==> src/stc_pkg.sv <==
// package: constants and types for the system clock tree control block
`default_nettype none
package stc_pkg;
    // number of clock sources
    localparam int NUM_SOURCES = 4;
    // oscillator and limit frequencies in MHz
    localparam int FAST_EXT_MIN_MHZ = 4;
    localparam int FAST_EXT_MAX_MHZ = 16;
    localparam int FAST_INT_MHZ = 8;
    localparam int SYS_MAX_MHZ = 72;
    localparam int USB_SYS_A_MHZ = 48;
    localparam int USB_SYS_B_MHZ = 72;
    localparam int ADC_APB2_A_MHZ = 14;
    localparam int ADC_APB2_B_MHZ = 28;
    localparam int ADC_APB2_C_MHZ = 56;
    // prescaler field width and reset value (divide by one)
    localparam int DIV_W = 4;
    localparam logic [3:0] DIV_RESET = 4'h0;
    // multiplier factor field width and reset value
    localparam int MUL_W = 4;
    localparam logic [3:0] MUL_RESET = 4'h0;
    // edges of the new source seen before a switch completes
    localparam int SETTLE_EDGES = 3;
    localparam logic [1:0] SETTLE_LAST = 2'h3;

    // system clock source choice
    typedef enum logic [1:0] {
        STC_SRC_FAST_INT,
        STC_SRC_FAST_EXT,
        STC_SRC_MULT
    } stc_src_t;

    // switch sequencer states
    typedef enum logic [1:0] {
        STC_RUN,
        STC_WAIT_STABLE,
        STC_HANDOVER
    } stc_sw_state_t;
endpackage
`default_nettype wire

==> src/stc_clock_tree.sv <==
// file: system clock tree control, source selection and prescaled enables
`default_nettype none
// Function
// - Four sources exist: fast and slow internal, fast and slow external oscillators.
// - The fast external oscillator spans 4 to 16 MHz and the fast internal one runs at 8 MHz.
// - The system clock comes from a fast source directly or from the multiplier.
// - A system clock above 72 MHz is refused.
// - Bus, peripheral, timer and converter clocks each have their own prescaler.
// - The chosen slow source feeds the calendar timer and the watchdog.
// - Both USB controllers take the multiplier output through one divider.
// - Wake-up from low power moves the system clock to the fast internal oscillator.
module stc_clock_tree #(
    parameter int DIV_W = stc_pkg::DIV_W
) (
    // clock and reset
    input wire logic I_CLK_SYS,
    input wire logic I_RESET_N,
    // oscillator status
    input wire logic I_FAST_INT_RDY,
    input wire logic I_FAST_EXT_RDY,
    input wire logic I_SLOW_INT_RDY,
    input wire logic I_SLOW_EXT_RDY,
    input wire logic I_MULT_LOCK,
    input wire logic [7:0] I_FAST_EXT_MHZ,
    // configuration
    input wire logic [1:0] I_SRC_SEL,
    input wire logic I_SLOW_SEL_EXT,
    input wire logic I_MULT_EN,
    input wire logic I_MULT_FROM_EXT,
    input wire logic [stc_pkg::MUL_W-1:0] I_MULT_FACTOR,
    input wire logic [DIV_W-1:0] I_AHB_DIV,
    input wire logic [DIV_W-1:0] I_APB1_DIV,
    input wire logic [DIV_W-1:0] I_APB2_DIV,
    input wire logic [DIV_W-1:0] I_TIM_DIV,
    input wire logic [DIV_W-1:0] I_ADC_DIV,
    input wire logic [DIV_W-1:0] I_USB_DIV,
    input wire logic I_WAKEUP,
    // oscillator controls
    output logic O_FAST_INT_EN,
    output logic O_FAST_EXT_EN,
    output logic O_MULT_EN,
    output logic [stc_pkg::MUL_W-1:0] O_MULT_FACTOR,
    output logic O_MULT_FROM_EXT,
    // selection state
    output logic [1:0] O_SRC_ACTIVE,
    output logic O_SWITCH_BUSY,
    output logic O_SRC_REFUSED,
    output logic O_FAST_EXT_OUT_OF_RANGE,
    output logic [1:0] O_SLOW_SRC,
    output logic O_SLOW_CLK_VALID,
    // domain enables
    output logic O_AHB_TICK,
    output logic O_APB1_TICK,
    output logic O_APB2_TICK,
    output logic O_TIM_TICK,
    output logic O_ADC_TICK,
    output logic O_USB_DEV_TICK,
    output logic O_USB_HOSTDEV_TICK
);
    localparam int NDIV = 6;

    stc_pkg::stc_src_t active, next_active, pending, next_pending;
    stc_pkg::stc_sw_state_t state, next_state;
    logic [1:0] settle, next_settle;
    logic refused, next_refused;
    logic mult_en, next_mult_en;
    logic [stc_pkg::MUL_W-1:0] factor, next_factor;
    logic from_ext, next_from_ext;
    logic [DIV_W-1:0] divs [NDIV];
    logic [NDIV-1:0] ticks;
    logic [NDIV-1:0] dens;
    logic [12:0] mult_mhz; // wide enough for any input code times 17, so no wrap hides an overspeed
    logic req_ok;
    stc_pkg::stc_src_t req;

    // refuse widths the prescalers cannot serve, at elaboration
    if (DIV_W < 1 || DIV_W > 16) begin : g_bad_width
        $error("stc_clock_tree divider width out of range");
    end

    // source readiness lookup
    function automatic logic src_ready(input stc_pkg::stc_src_t s, input logic fi, input logic fe,
                                       input logic ml);
        case (s)
            stc_pkg::STC_SRC_FAST_INT: src_ready = fi;
            stc_pkg::STC_SRC_FAST_EXT: src_ready = fe;
            stc_pkg::STC_SRC_MULT: src_ready = ml;
            default: src_ready = 1'b0;
        endcase
    endfunction

    // multiplier output frequency: input times (factor+2)
    assign mult_mhz = (from_ext ? {5'h0, I_FAST_EXT_MHZ} : 13'(stc_pkg::FAST_INT_MHZ))
                      * (13'(factor) + 13'h2);
    assign req = (I_SRC_SEL == 2'h1) ? stc_pkg::STC_SRC_FAST_EXT :
                 (I_SRC_SEL == 2'h2) ? stc_pkg::STC_SRC_MULT : stc_pkg::STC_SRC_FAST_INT;
    // fast int is 8 MHz; external and multiplier checked against limits
    assign req_ok = (req != stc_pkg::STC_SRC_MULT) ? (req != stc_pkg::STC_SRC_FAST_EXT
                    || !O_FAST_EXT_OUT_OF_RANGE)
                    : (mult_en && mult_mhz <= 13'(stc_pkg::SYS_MAX_MHZ));

    // switch sequencer next state
    always_comb begin
        next_state = state;
        next_active = active;
        next_pending = pending;
        next_settle = settle;
        next_refused = refused;
        next_mult_en = I_MULT_EN;
        next_factor = mult_en ? factor : I_MULT_FACTOR; // factor only changes while off
        next_from_ext = mult_en ? from_ext : I_MULT_FROM_EXT;
        if (I_WAKEUP) begin
            next_state = stc_pkg::STC_RUN;
            next_active = stc_pkg::STC_SRC_FAST_INT;
            next_pending = stc_pkg::STC_SRC_FAST_INT;
            next_settle = 2'h0;
        end else begin
            case (state)
                stc_pkg::STC_RUN: begin
                    if (req != active) begin
                        next_refused = !req_ok;
                        if (req_ok) begin
                            next_pending = req;
                            next_settle = 2'h0;
                            next_state = stc_pkg::STC_WAIT_STABLE;
                        end
                    end else begin
                        next_refused = 1'b0;
                    end
                end
                stc_pkg::STC_WAIT_STABLE: begin
                    // old source stays live; stability must hold for several edges
                    if (!src_ready(pending, I_FAST_INT_RDY, I_FAST_EXT_RDY, I_MULT_LOCK)) begin
                        next_settle = 2'h0;
                    end else if (settle == stc_pkg::SETTLE_LAST) begin
                        next_state = stc_pkg::STC_HANDOVER;
                    end else begin
                        next_settle = settle + 2'h1;
                    end
                    if (req != pending) begin
                        next_state = stc_pkg::STC_RUN; // request withdrawn
                    end
                end
                stc_pkg::STC_HANDOVER: begin
                    // hand over only at an AHB tick so no domain sees a short period
                    if (O_AHB_TICK) begin
                        next_active = pending;
                        next_state = stc_pkg::STC_RUN;
                    end
                end
                default: next_state = stc_pkg::STC_RUN;
            endcase
        end
        // never drop the multiplier while it drives, or is about to drive, the system clock
        if (next_active == stc_pkg::STC_SRC_MULT
            || (next_state != stc_pkg::STC_RUN && next_pending == stc_pkg::STC_SRC_MULT)) begin
            next_mult_en = 1'b1;
        end
    end

    always_ff @(posedge I_CLK_SYS or negedge I_RESET_N) begin
        if (!I_RESET_N) begin
            state <= stc_pkg::STC_RUN;
            active <= stc_pkg::STC_SRC_FAST_INT;
            pending <= stc_pkg::STC_SRC_FAST_INT;
            settle <= 2'h0;
            refused <= 1'b0;
            mult_en <= 1'b0;
            factor <= stc_pkg::MUL_RESET;
            from_ext <= 1'b0;
        end else begin
            state <= next_state;
            active <= next_active;
            pending <= next_pending;
            settle <= next_settle;
            refused <= next_refused;
            mult_en <= next_mult_en;
            factor <= next_factor;
            from_ext <= next_from_ext;
        end
    end

    // prescaler settings come straight from the inputs; divider reset only clears count and tick
    assign divs[0] = I_AHB_DIV;
    assign divs[1] = I_APB1_DIV;
    assign divs[2] = I_APB2_DIV;
    assign divs[3] = I_TIM_DIV;
    assign divs[4] = I_ADC_DIV;
    assign divs[5] = I_USB_DIV;
    assign dens = {mult_en && I_MULT_LOCK, 5'h1f};

    // one prescaler per domain
    for (genvar g = 0; g < NDIV; g++) begin : g_div
        stc_divider #(.W(DIV_W)) u_div (
            .i_clk(I_CLK_SYS),
            .i_reset_n(I_RESET_N),
            .i_div(divs[g]),
            .i_enable(dens[g]),
            .o_tick(ticks[g])
        );
    end

    // domain enables and usb pair share one divider
    assign O_AHB_TICK = ticks[0];
    assign O_APB1_TICK = ticks[1];
    assign O_APB2_TICK = ticks[2];
    assign O_TIM_TICK = ticks[3];
    assign O_ADC_TICK = ticks[4];
    assign O_USB_DEV_TICK = ticks[5];
    assign O_USB_HOSTDEV_TICK = ticks[5];

    // oscillator controls; fast internal stays on while it or a fallback may be needed
    assign O_FAST_INT_EN = 1'b1;
    assign O_FAST_EXT_EN = (active == stc_pkg::STC_SRC_FAST_EXT) || (pending == stc_pkg::STC_SRC_FAST_EXT)
                           || (mult_en && from_ext);
    assign O_MULT_EN = mult_en;
    assign O_MULT_FACTOR = factor;
    assign O_MULT_FROM_EXT = from_ext;
    assign O_SRC_ACTIVE = active;
    assign O_SWITCH_BUSY = (state != stc_pkg::STC_RUN);
    assign O_SRC_REFUSED = refused;
    assign O_FAST_EXT_OUT_OF_RANGE = (I_FAST_EXT_MHZ < 8'(stc_pkg::FAST_EXT_MIN_MHZ))
                                     || (I_FAST_EXT_MHZ > 8'(stc_pkg::FAST_EXT_MAX_MHZ));
    // slow source: 0 internal, 1 external
    assign O_SLOW_SRC = I_SLOW_SEL_EXT ? 2'h1 : 2'h0;
    assign O_SLOW_CLK_VALID = I_SLOW_SEL_EXT ? I_SLOW_EXT_RDY : I_SLOW_INT_RDY;
endmodule
`default_nettype wire

==> src/stc_divider.sv <==
// file: programmable clock-enable divider
`default_nettype none
module stc_divider #(
    parameter int W = 4
) (
    // clock and reset
    input wire logic i_clk,
    input wire logic i_reset_n,
    // control
    input wire logic [W-1:0] i_div,
    input wire logic i_enable,
    // output tick
    output logic o_tick
);
    logic [W-1:0] count;
    logic [W-1:0] next_count;
    logic next_tick;

    // refuse widths the counter cannot serve, at elaboration
    if (W < 1 || W > 16) begin : g_bad_width
        $error("stc_divider width out of range");
    end

    // divide by i_div+1; zero means every cycle
    always_comb begin
        next_count = count;
        next_tick = 1'b0;
        if (!i_enable) begin
            next_count = '0;
        end else if (count >= i_div) begin
            next_count = '0;
            next_tick = 1'b1;
        end else begin
            next_count = count + W'(1);
        end
    end

    always_ff @(posedge i_clk or negedge i_reset_n) begin
        if (!i_reset_n) begin
            count <= '0;
            o_tick <= 1'b0;
        end else begin
            count <= next_count;
            o_tick <= next_tick;
        end
    end
endmodule
`default_nettype wire

==> config.mk <==
export PLATFORM = sky130hd
export DESIGN_NAME = stc_clock_tree
export DESIGN_NICKNAME = d
export VERILOG_FILES = /design/src/stc_pkg.sv /design/src/stc_clock_tree.sv /design/src/stc_divider.sv
export SDC_FILE = /design/constraint.sdc
export NUM_CORES = 1
export LEC_CHECK = 0
export ABC_AREA = 1
export BUFFER_PORTS_ARGS = -buffer_cell sky130_fd_sc_hd__buf_2
export CORE_ASPECT_RATIO = 2
export CORE_MARGIN = 10
export CORE_UTILIZATION = 40
export DETAILED_ROUTE_END_ITERATION = 8
export PLACE_DENSITY = 0.62
export SKIP_CTS_REPAIR_TIMING = 1
export SYNTH_ARGS = -nofsm -noshare
export SYNTH_HDL_FRONTEND = slang
export SYNTH_SLANG_ARGS = --single-unit
==> constraint.sdc <==
create_clock -name I_CLK_SYS -period 6.4 [get_ports I_CLK_SYS]
set_clock_uncertainty 0.05 [all_clocks]
set_input_delay 0.96 -clock I_CLK_SYS [delete_from_list [all_inputs] [get_ports I_CLK_SYS]]
set_output_delay 0.96 -clock I_CLK_SYS [all_outputs]
set_load 0.005 [all_outputs]
# Yosys cells after proc, flatten, opt, wreduce, memory -nomap -nowiden
# Cells that the tools add are included.
dict set report classes {
  n_addsub 8
  multipliers 1
  n_lt_le_gt_ge 9
  n_eq_ne 17
  n_mux 46
  bitwise_logic 1
  n_reduce_logical 18
}
# op count
set ops {}
lappend ops {{2-bit 2-to-1 mux} 21}
lappend ops {{4-bit 2-to-1 mux} 7}
lappend ops {{4-bit by 1-bit adder with 4-bit output, second input constant} 6}
lappend ops {{4-bit >= comparator} 6}
lappend ops {{1-bit 2-to-1 mux} 14}
lappend ops {{13-bit by 7-bit <= comparator with 1-bit output, second input constant} 1}
lappend ops {{8-bit by 5-bit multiplier with 13-bit output} 1}
lappend ops {{2-bit == test, second input constant} 6}
lappend ops {{2-bit by 1-bit == test with 1-bit output, second input constant} 4}
lappend ops {{8-bit by 5-bit > comparator with 1-bit output, second input constant} 1}
lappend ops {{8-bit by 3-bit less-than comparator with 1-bit output, second input constant} 1}
lappend ops {{8-bit 2-to-1 mux} 1}
lappend ops {{3-bit inequality test, second input constant} 2}
lappend ops {{2-bit case mux with 3 select lines} 1}
lappend ops {{4-bit by 2-bit adder with 5-bit output, second input constant} 1}
lappend ops {{1-bit logical OR} 5}
lappend ops {{1-bit logical AND} 4}
lappend ops {{2-bit logical NOT} 2}
lappend ops {{2-bit inequality test} 2}
lappend ops {{4-bit inequality test, second input constant} 1}
lappend ops {{2-bit case mux with 2 select lines} 1}
lappend ops {{4-bit AND reduction} 1}
lappend ops {{2-bit nonzero test} 2}
lappend ops {{1-bit case mux with 3 select lines} 1}
lappend ops {{other kinds (7)} 8}
dict set report totals {
  reg_bits 45
  input_bits 49
  word_cells 120
}

# Logic depth before layout (Yosys ltp)
dict set report logic_depth {
  depth_word 14
  mapped_depth 29
}

# Hierarchy
# A second synthesis with hierarchy kept.
dict set report hier_totals {
  hier_cells 584
  area_unflattened_um2 4254.1
}
# mod instances cells_per_inst area_each_um2
set modules_own_cells {}
lappend modules_own_cells {stc_clock_tree 1 356 2339.7}
lappend modules_own_cells {stc_divider 6 38 319.1}

# Least setup slack after synthesis
# No wires, ideal clock.
dict set report synth_path {
  path_kind {input port to flip-flop}
  from {input I_FAST_EXT_MHZ[3]}
  to {register settle[0]}
  setup_ps 119
  arrival_ps 4305
  required_time_ps 6231
  setup_slack_ps 1927
  cell_stages 21
  path_buffers 0
  cell_sequence {nor2_1 nor2_1 fa_1 fa_1 inv_1 fa_1 inv_1 ha_1 nand2_1 nand2_1 a21oi_1 nand2_1 nand2_1 nand2_1 nor3_2 nand3_2 nand2_4 nand3_4 nand2_1 o21ai_0 o21a_1}
}
dict set report synth_between {
  elab_chain_len 7
  elab_cells_between_ends 12
  classes_between {1 x mul; 3 x order compare; 1 x eq/ne; 2 x mux; 5 x reduce/logical}
}
# element line
set synth_rtl {}
lappend synth_rtl {{start, declared} stc_clock_tree.sv:24} ;# input wire logic [7:0] I_FAST_EXT_MHZ,
lappend synth_rtl {{8-bit 2-to-1 mux, or another cell as far along} stc_clock_tree.sv:93} ;# assign mult_mhz = (from_ext ? {5'h0, I_FAST_EXT_MHZ} : 13'(stc_pkg::FAST_INT_MHZ))
lappend synth_rtl {{8-bit by 5-bit multiplier with 13-bit output or 1-bit logical OR (tied branches)} {stc_clock_tree.sv:94, stc_clock_tree.sv:223}}
lappend synth_rtl {{13-bit by 7-bit <= comparator with 1-bit output or 1-bit logical NOT (tied branches)} {stc_clock_tree.sv:100, stc_clock_tree.sv:99}}
lappend synth_rtl {{1-bit logical AND or 1-bit logical OR (tied branches)} {stc_clock_tree.sv:100, stc_clock_tree.sv:99}}
lappend synth_rtl {{1-bit 2-to-1 mux *} stc_clock_tree.sv:98} ;# assign req_ok = (req != stc_pkg::STC_SRC_MULT) ? (req != stc_pkg::STC_SRC_FAST_EXT
lappend synth_rtl {{3-bit inequality test (no source line) *} n/a}
lappend synth_rtl {{4-bit AND reduction (no source line) *} n/a}
lappend synth_rtl {{end signal, assigned} stc_clock_tree.sv:175} ;# settle <= next_settle;
lappend synth_rtl {{end, declared} stc_clock_tree.sv:64} ;# logic [1:0] settle, next_settle;
# Mark *: on every way between the ends. The rest lies on a longest branch, timed or not.
# A chain may end at the register's enable or synchronous reset.

# Final worst setup path
dict set report layout_path {
  from {register factor (netlist bit O_MULT_FACTOR[1])}
  to {register mult_en (netlist: O_MULT_EN)}
}
dict set report layout_between {
  elab_chain_len 13
  elab_cells_between_ends 18
  classes_between {1 x add/sub; 1 x mul; 1 x order compare; 1 x eq/ne; 10 x mux; 4 x reduce/logical}
}
# element line
set layout_rtl {}
lappend layout_rtl {{start, declared} stc_clock_tree.sv:67} ;# logic [stc_pkg::MUL_W-1:0] factor, next_factor;
lappend layout_rtl {{start signal, assigned} stc_clock_tree.sv:169} ;# factor <= stc_pkg::MUL_RESET;
lappend layout_rtl {{start signal, assigned} stc_clock_tree.sv:178} ;# factor <= next_factor;
lappend layout_rtl {{4-bit by 2-bit adder with 5-bit output *} stc_clock_tree.sv:94} ;# * (13'(factor) + 13'h2);
lappend layout_rtl {{8-bit by 5-bit multiplier with 13-bit output *} stc_clock_tree.sv:94}
lappend layout_rtl {{13-bit by 7-bit <= comparator with 1-bit output *} stc_clock_tree.sv:100} ;# : (mult_en && mult_mhz <= 13'(stc_pkg::SYS_MAX_MHZ));
lappend layout_rtl {{1-bit logical AND *} stc_clock_tree.sv:100}
lappend layout_rtl {{1-bit 2-to-1 mux *} stc_clock_tree.sv:98}
lappend layout_rtl {{2-bit 2-to-1 mux} stc_clock_tree.sv:122} ;# if (req_ok) begin
lappend layout_rtl {{2-bit 2-to-1 mux} stc_clock_tree.sv:120} ;# if (req != active) begin
lappend layout_rtl {{2-bit case mux with 3 select lines or 2-bit 2-to-1 mux (tied branches)} stc_clock_tree.sv:118} ;# case (state)
lappend layout_rtl {{2-bit 2-to-1 mux} stc_clock_tree.sv:112} ;# if (I_WAKEUP) begin
lappend layout_rtl {{2-bit nonzero test or 2-bit == test (tied branches)} stc_clock_tree.sv:156} ;# || (next_state != stc_pkg::STC_RUN && next_pending == stc_pkg::STC_SRC_MULT)) begin
lappend layout_rtl {{1-bit logical AND *} stc_clock_tree.sv:156}
lappend layout_rtl {{1-bit logical OR *} stc_clock_tree.sv:156}
lappend layout_rtl {{1-bit 2-to-1 mux *} stc_clock_tree.sv:155} ;# if (next_active == stc_pkg::STC_SRC_MULT
lappend layout_rtl {{net next_mult_en} stc_clock_tree.sv:66} ;# logic mult_en, next_mult_en;
lappend layout_rtl {{end signal, assigned} stc_clock_tree.sv:177} ;# mult_en <= next_mult_en;
lappend layout_rtl {{end, declared} stc_clock_tree.sv:66}
# Mark *: on every way through the listed nets, which the timed path passes. The rest lies on a longest branch.

==> flow_metrics.tcl <==
set metrics [dict create \
    root_buffer "clkbuf_16" \
    rsz0062_at_grt "false" \
    io_pins 72 \
    drive_gt1_share_pct 16.6 \
    firstDrtPassIters 7 \
    grt_max_degree 46 \
    r2r_cells 27 \
    p_leak_nw 2.70 \
    grt.total_usage_pct 14.3 \
    syn_area_mm2 0.00403 \
    grt_overflow 0 \
    hp-class "reg -> reg" \
    cts.htree.levels 2 \
    yosys_warnings 0 \
    drc_errors 0 \
    worstHoldEndpoint "g_div[5].u_div.count[0]$_DFF_PN0_" \
    irDropWorstVdd_uv 209 \
    hold_depth 1 \
    synth.area.mux_share_pct 1.40 \
    finalCritPeriodShare_pct 77.6 \
    path_max_fanout 12 \
    final-setup-viol-count 0 \
    synth_cell_types 36 \
    fin_nets 705 \
    crit_type "reg -> reg" \
    wire_per_inst_um 14.2 \
    synth_ff_type "dfrtp_1" \
    max_freq_mhz 201 \
    numClockSinks 45 \
    r2r_slack_ns 1.44 \
    ant_nets 0 \
    cap_violations 0 \
    synthCells 517 \
    synth_xor_area_share_pct 2.83 \
    die_height_um 162 \
    slew-limit-headroom_pct 32.2 \
    design.die.area_mm2 0.0147 \
    clock_latency_ns 0.29 \
    hpwl_um 8680 \
    grt_antenna_before_repair 0 \
    vias_per_cell 4.91 \
    fp.coreArea_mm2 0.00976 \
    fin_tns_setup_ns 0 \
    drt_iter0_drc 135 \
    synthAdderAreaFrac_pct 25.4 \
    synth_edf_count 0 \
    grt_pass1_wl_um 17500 \
    synth_simple_gate_area_share_pct 25.4 \
    fp.dieW_um 91.0 \
    cts_buffers 5 \
    startpoint_type "flop" \
    status "completed" \
    r2r-start "O_MULT_FACTOR[1]$_DFFE_PN0N_" \
    path_clk_slew_ns 0.06 \
    gp_congestion 0.964 \
    drt_wl_total_um 10200 \
    hold_violations 0 \
    diodes 0 \
    syn_avg_cell_area_um2 7.79 \
    rows 51 \
    fin_crit_ns 4.96 \
    instances_no_fill 716 \
    min_from "g_div[5].u_div.count[0]$_DFF_PN0_" \
    ys_seq_area_share_pct 28.0 \
    synth_nets 637 \
    syn_to_final_growth_pct 14.6 \
    start_util_pct 41.3 \
    max_slew.worst_pin.slew_ns 1.02 \
    synth_top_family_by_area "adder cells" \
    end_kind "flop" \
    cts_tree "built" \
    cts_buffer_depth 2 \
    synth_compound_area_share_pct 5.56 \
    crit_required_ns 6.58 \
    p_per_area_mw_per_mm2 290 \
    yosys_register_bits 45 \
    drv_slew 0 \
    grt_pass1_vias 3925 \
    arrival_ns 5.14 \
    dp.cells 710 \
    port_buffers 69 \
    synthArstFlopShare_pct 100 \
    routed-via-count 3518 \
    reg2reg_to "O_MULT_EN$_DFF_PN0_" \
]
per-layer routing:
layer  track usage (%)  wire [µm]
met5                 0          0
met4              7.45        419
met3              2.95        432
met2              29.2       5940
met1              12.4       3390
through the flow:
| step | cell area, µm² | hold WS, ns | power (mW) | utilization (%) | worst slack [ns] |
|---|---|---|---|---|---|
| global route | 4620 | 0.461 | 1.48 | 47.3 | 1.10 |
| CTS | 4620 | 0.453 | 1.36 | 47.3 | 1.46 |
| floorplan | 4030 | 0.403 | 0.925 | - | 1.93 |
| detailed placement | 4490 | 0.444 | 1.11 | 45.9 | 1.32 |
| global placement | 4490 | 0.430 | 1.08 | 45.9 | 1.35 |
| finish | 4620 | 0.441 | 1.34 | 47.3 | 1.44 |
worst max-delay path, cell delays in order, from the launching register on:
cell     delay [ns]
dfrtp_1        0.51
ha_1           0.27
or2_2          0.29
nand2_1        0.16
nor2_1         0.09
fa_1           0.50
fa_1           0.56
inv_1          0.06
fa_1           0.53
inv_1          0.04
ha_1           0.35
nand2_1        0.08
nand2_1        0.08
inv_1          0.10
nand2_1        0.07
nand2_1        0.14
nand3_1        0.09
nand2_1        0.07
nand2_1        0.07
nor2_2         0.12
nand3_2        0.10
nand2_4        0.09
nand3_4        0.08
nand2_1        0.08
nand2_1        0.06
nand2_1        0.10
nand3_1        0.08
nand2_1        0.06
power by group:
part | internal, mW | total [mW] | leakage (nW) | switching, mW
Clock | 0.140 | 0.243 | 0.0655 | 0.103
Sequential | 0.370 | 0.444 | 0.579 | 0.0744
Combinational | 0.268 | 0.651 | 2.06 | 0.383
how the worst max path moves through the flow:
stage | from | end | slack (ns) | cells after the start
global placement | I_FAST_EXT_MHZ[3] | O_MULT_EN$_DFF_PN0_ | 1.35 | 26
detailed placement | I_FAST_EXT_MHZ[3] | O_MULT_EN$_DFF_PN0_ | 1.32 | 26
CTS | O_MULT_FACTOR[1]$_DFFE_PN0N_ | O_MULT_EN$_DFF_PN0_ | 1.46 | 27
floorplan | I_FAST_EXT_MHZ[3] | settle[0]$_DFFE_PN0P_ | 1.93 | 21
global route | O_MULT_FACTOR[1]$_DFFE_PN0N_ | O_MULT_EN$_DFF_PN0_ | 1.10 | 24
finish | O_MULT_FACTOR[1]$_DFFE_PN0N_ | O_MULT_EN$_DFF_PN0_ | 1.44 | 27
state kept, by name, summed over array words and instances (netlist names):
signal	flops
g_div.u_div.count	24
g_div.u_div.o_tick	6
O_MULT_FACTOR	4
O_SRC_ACTIVE	2
pending	2
settle	2
state	2
O_MULT_EN	1
O_MULT_FROM_EXT	1
O_SRC_REFUSED	1
cells in the final DEF (no fill, tap or decap), types with 2 or more instances in the layout:
master and instances:
a21oi_1 18, a31oi_1 2, buf_2 69, clkbuf_16 5, conb_1 2, dfrtp_1 45
fa_1 18, ha_1 53, inv_1 105, inv_2 2, mux2_2 5, nand2_1 83
nand2_2 5, nand3_1 39, nand3_2 2, nand3b_1 3, nand4_1 11, nor2_1 73
nor3_1 3, o211ai_1 6, o21ai_0 6, o21bai_1 2, o221ai_1 2, or2_2 2
xnor2_1 7, xor2_1 6
logic make-up after synthesis:
logic type                 Yosys count
and+or+nand+nor                    228
xor gates and xnor gates            13
muxes                                5
buffers and inverters              115
DFF                                 45
AOI/OAI and AO/OA                   38
adders and majority gates           71
other                                2
synthesized netlist by cell type (3+ instances only):
master	number	area share [%]
o21ai_0	6	0.75
nand3b_1	3	0.56
inv_1	105	9.8
nand2_1	83	7.7
fa_1	18	8.9
buf_4	4	0.75
nor3_1	3	0.37
nand2_2	5	0.78
a21oi_1	18	2.2
clkbuf_1	3	0.28
mux2_2	5	1.4
nor2_1	73	6.8
xor2_1	6	1.3
nand4_1	11	1.7
ha_1	53	16
nand3_1	39	4.8
o211ai_1	6	1.1
dfrtp_1	45	28
xnor2_1	7	1.5
final cells by class:
class / count / area, µm²
well taps: 132 / 165
inverters: 107 / 402
clock inverters: 1 / 5.00
clock buffers: 5 / 125
multi-input cells: 357 / 2450
repair buffers: 69 / 345
flip-flops and latches: 45 / 1130
fillers: 986 / 5150
(Power assumes the default switching activity.)
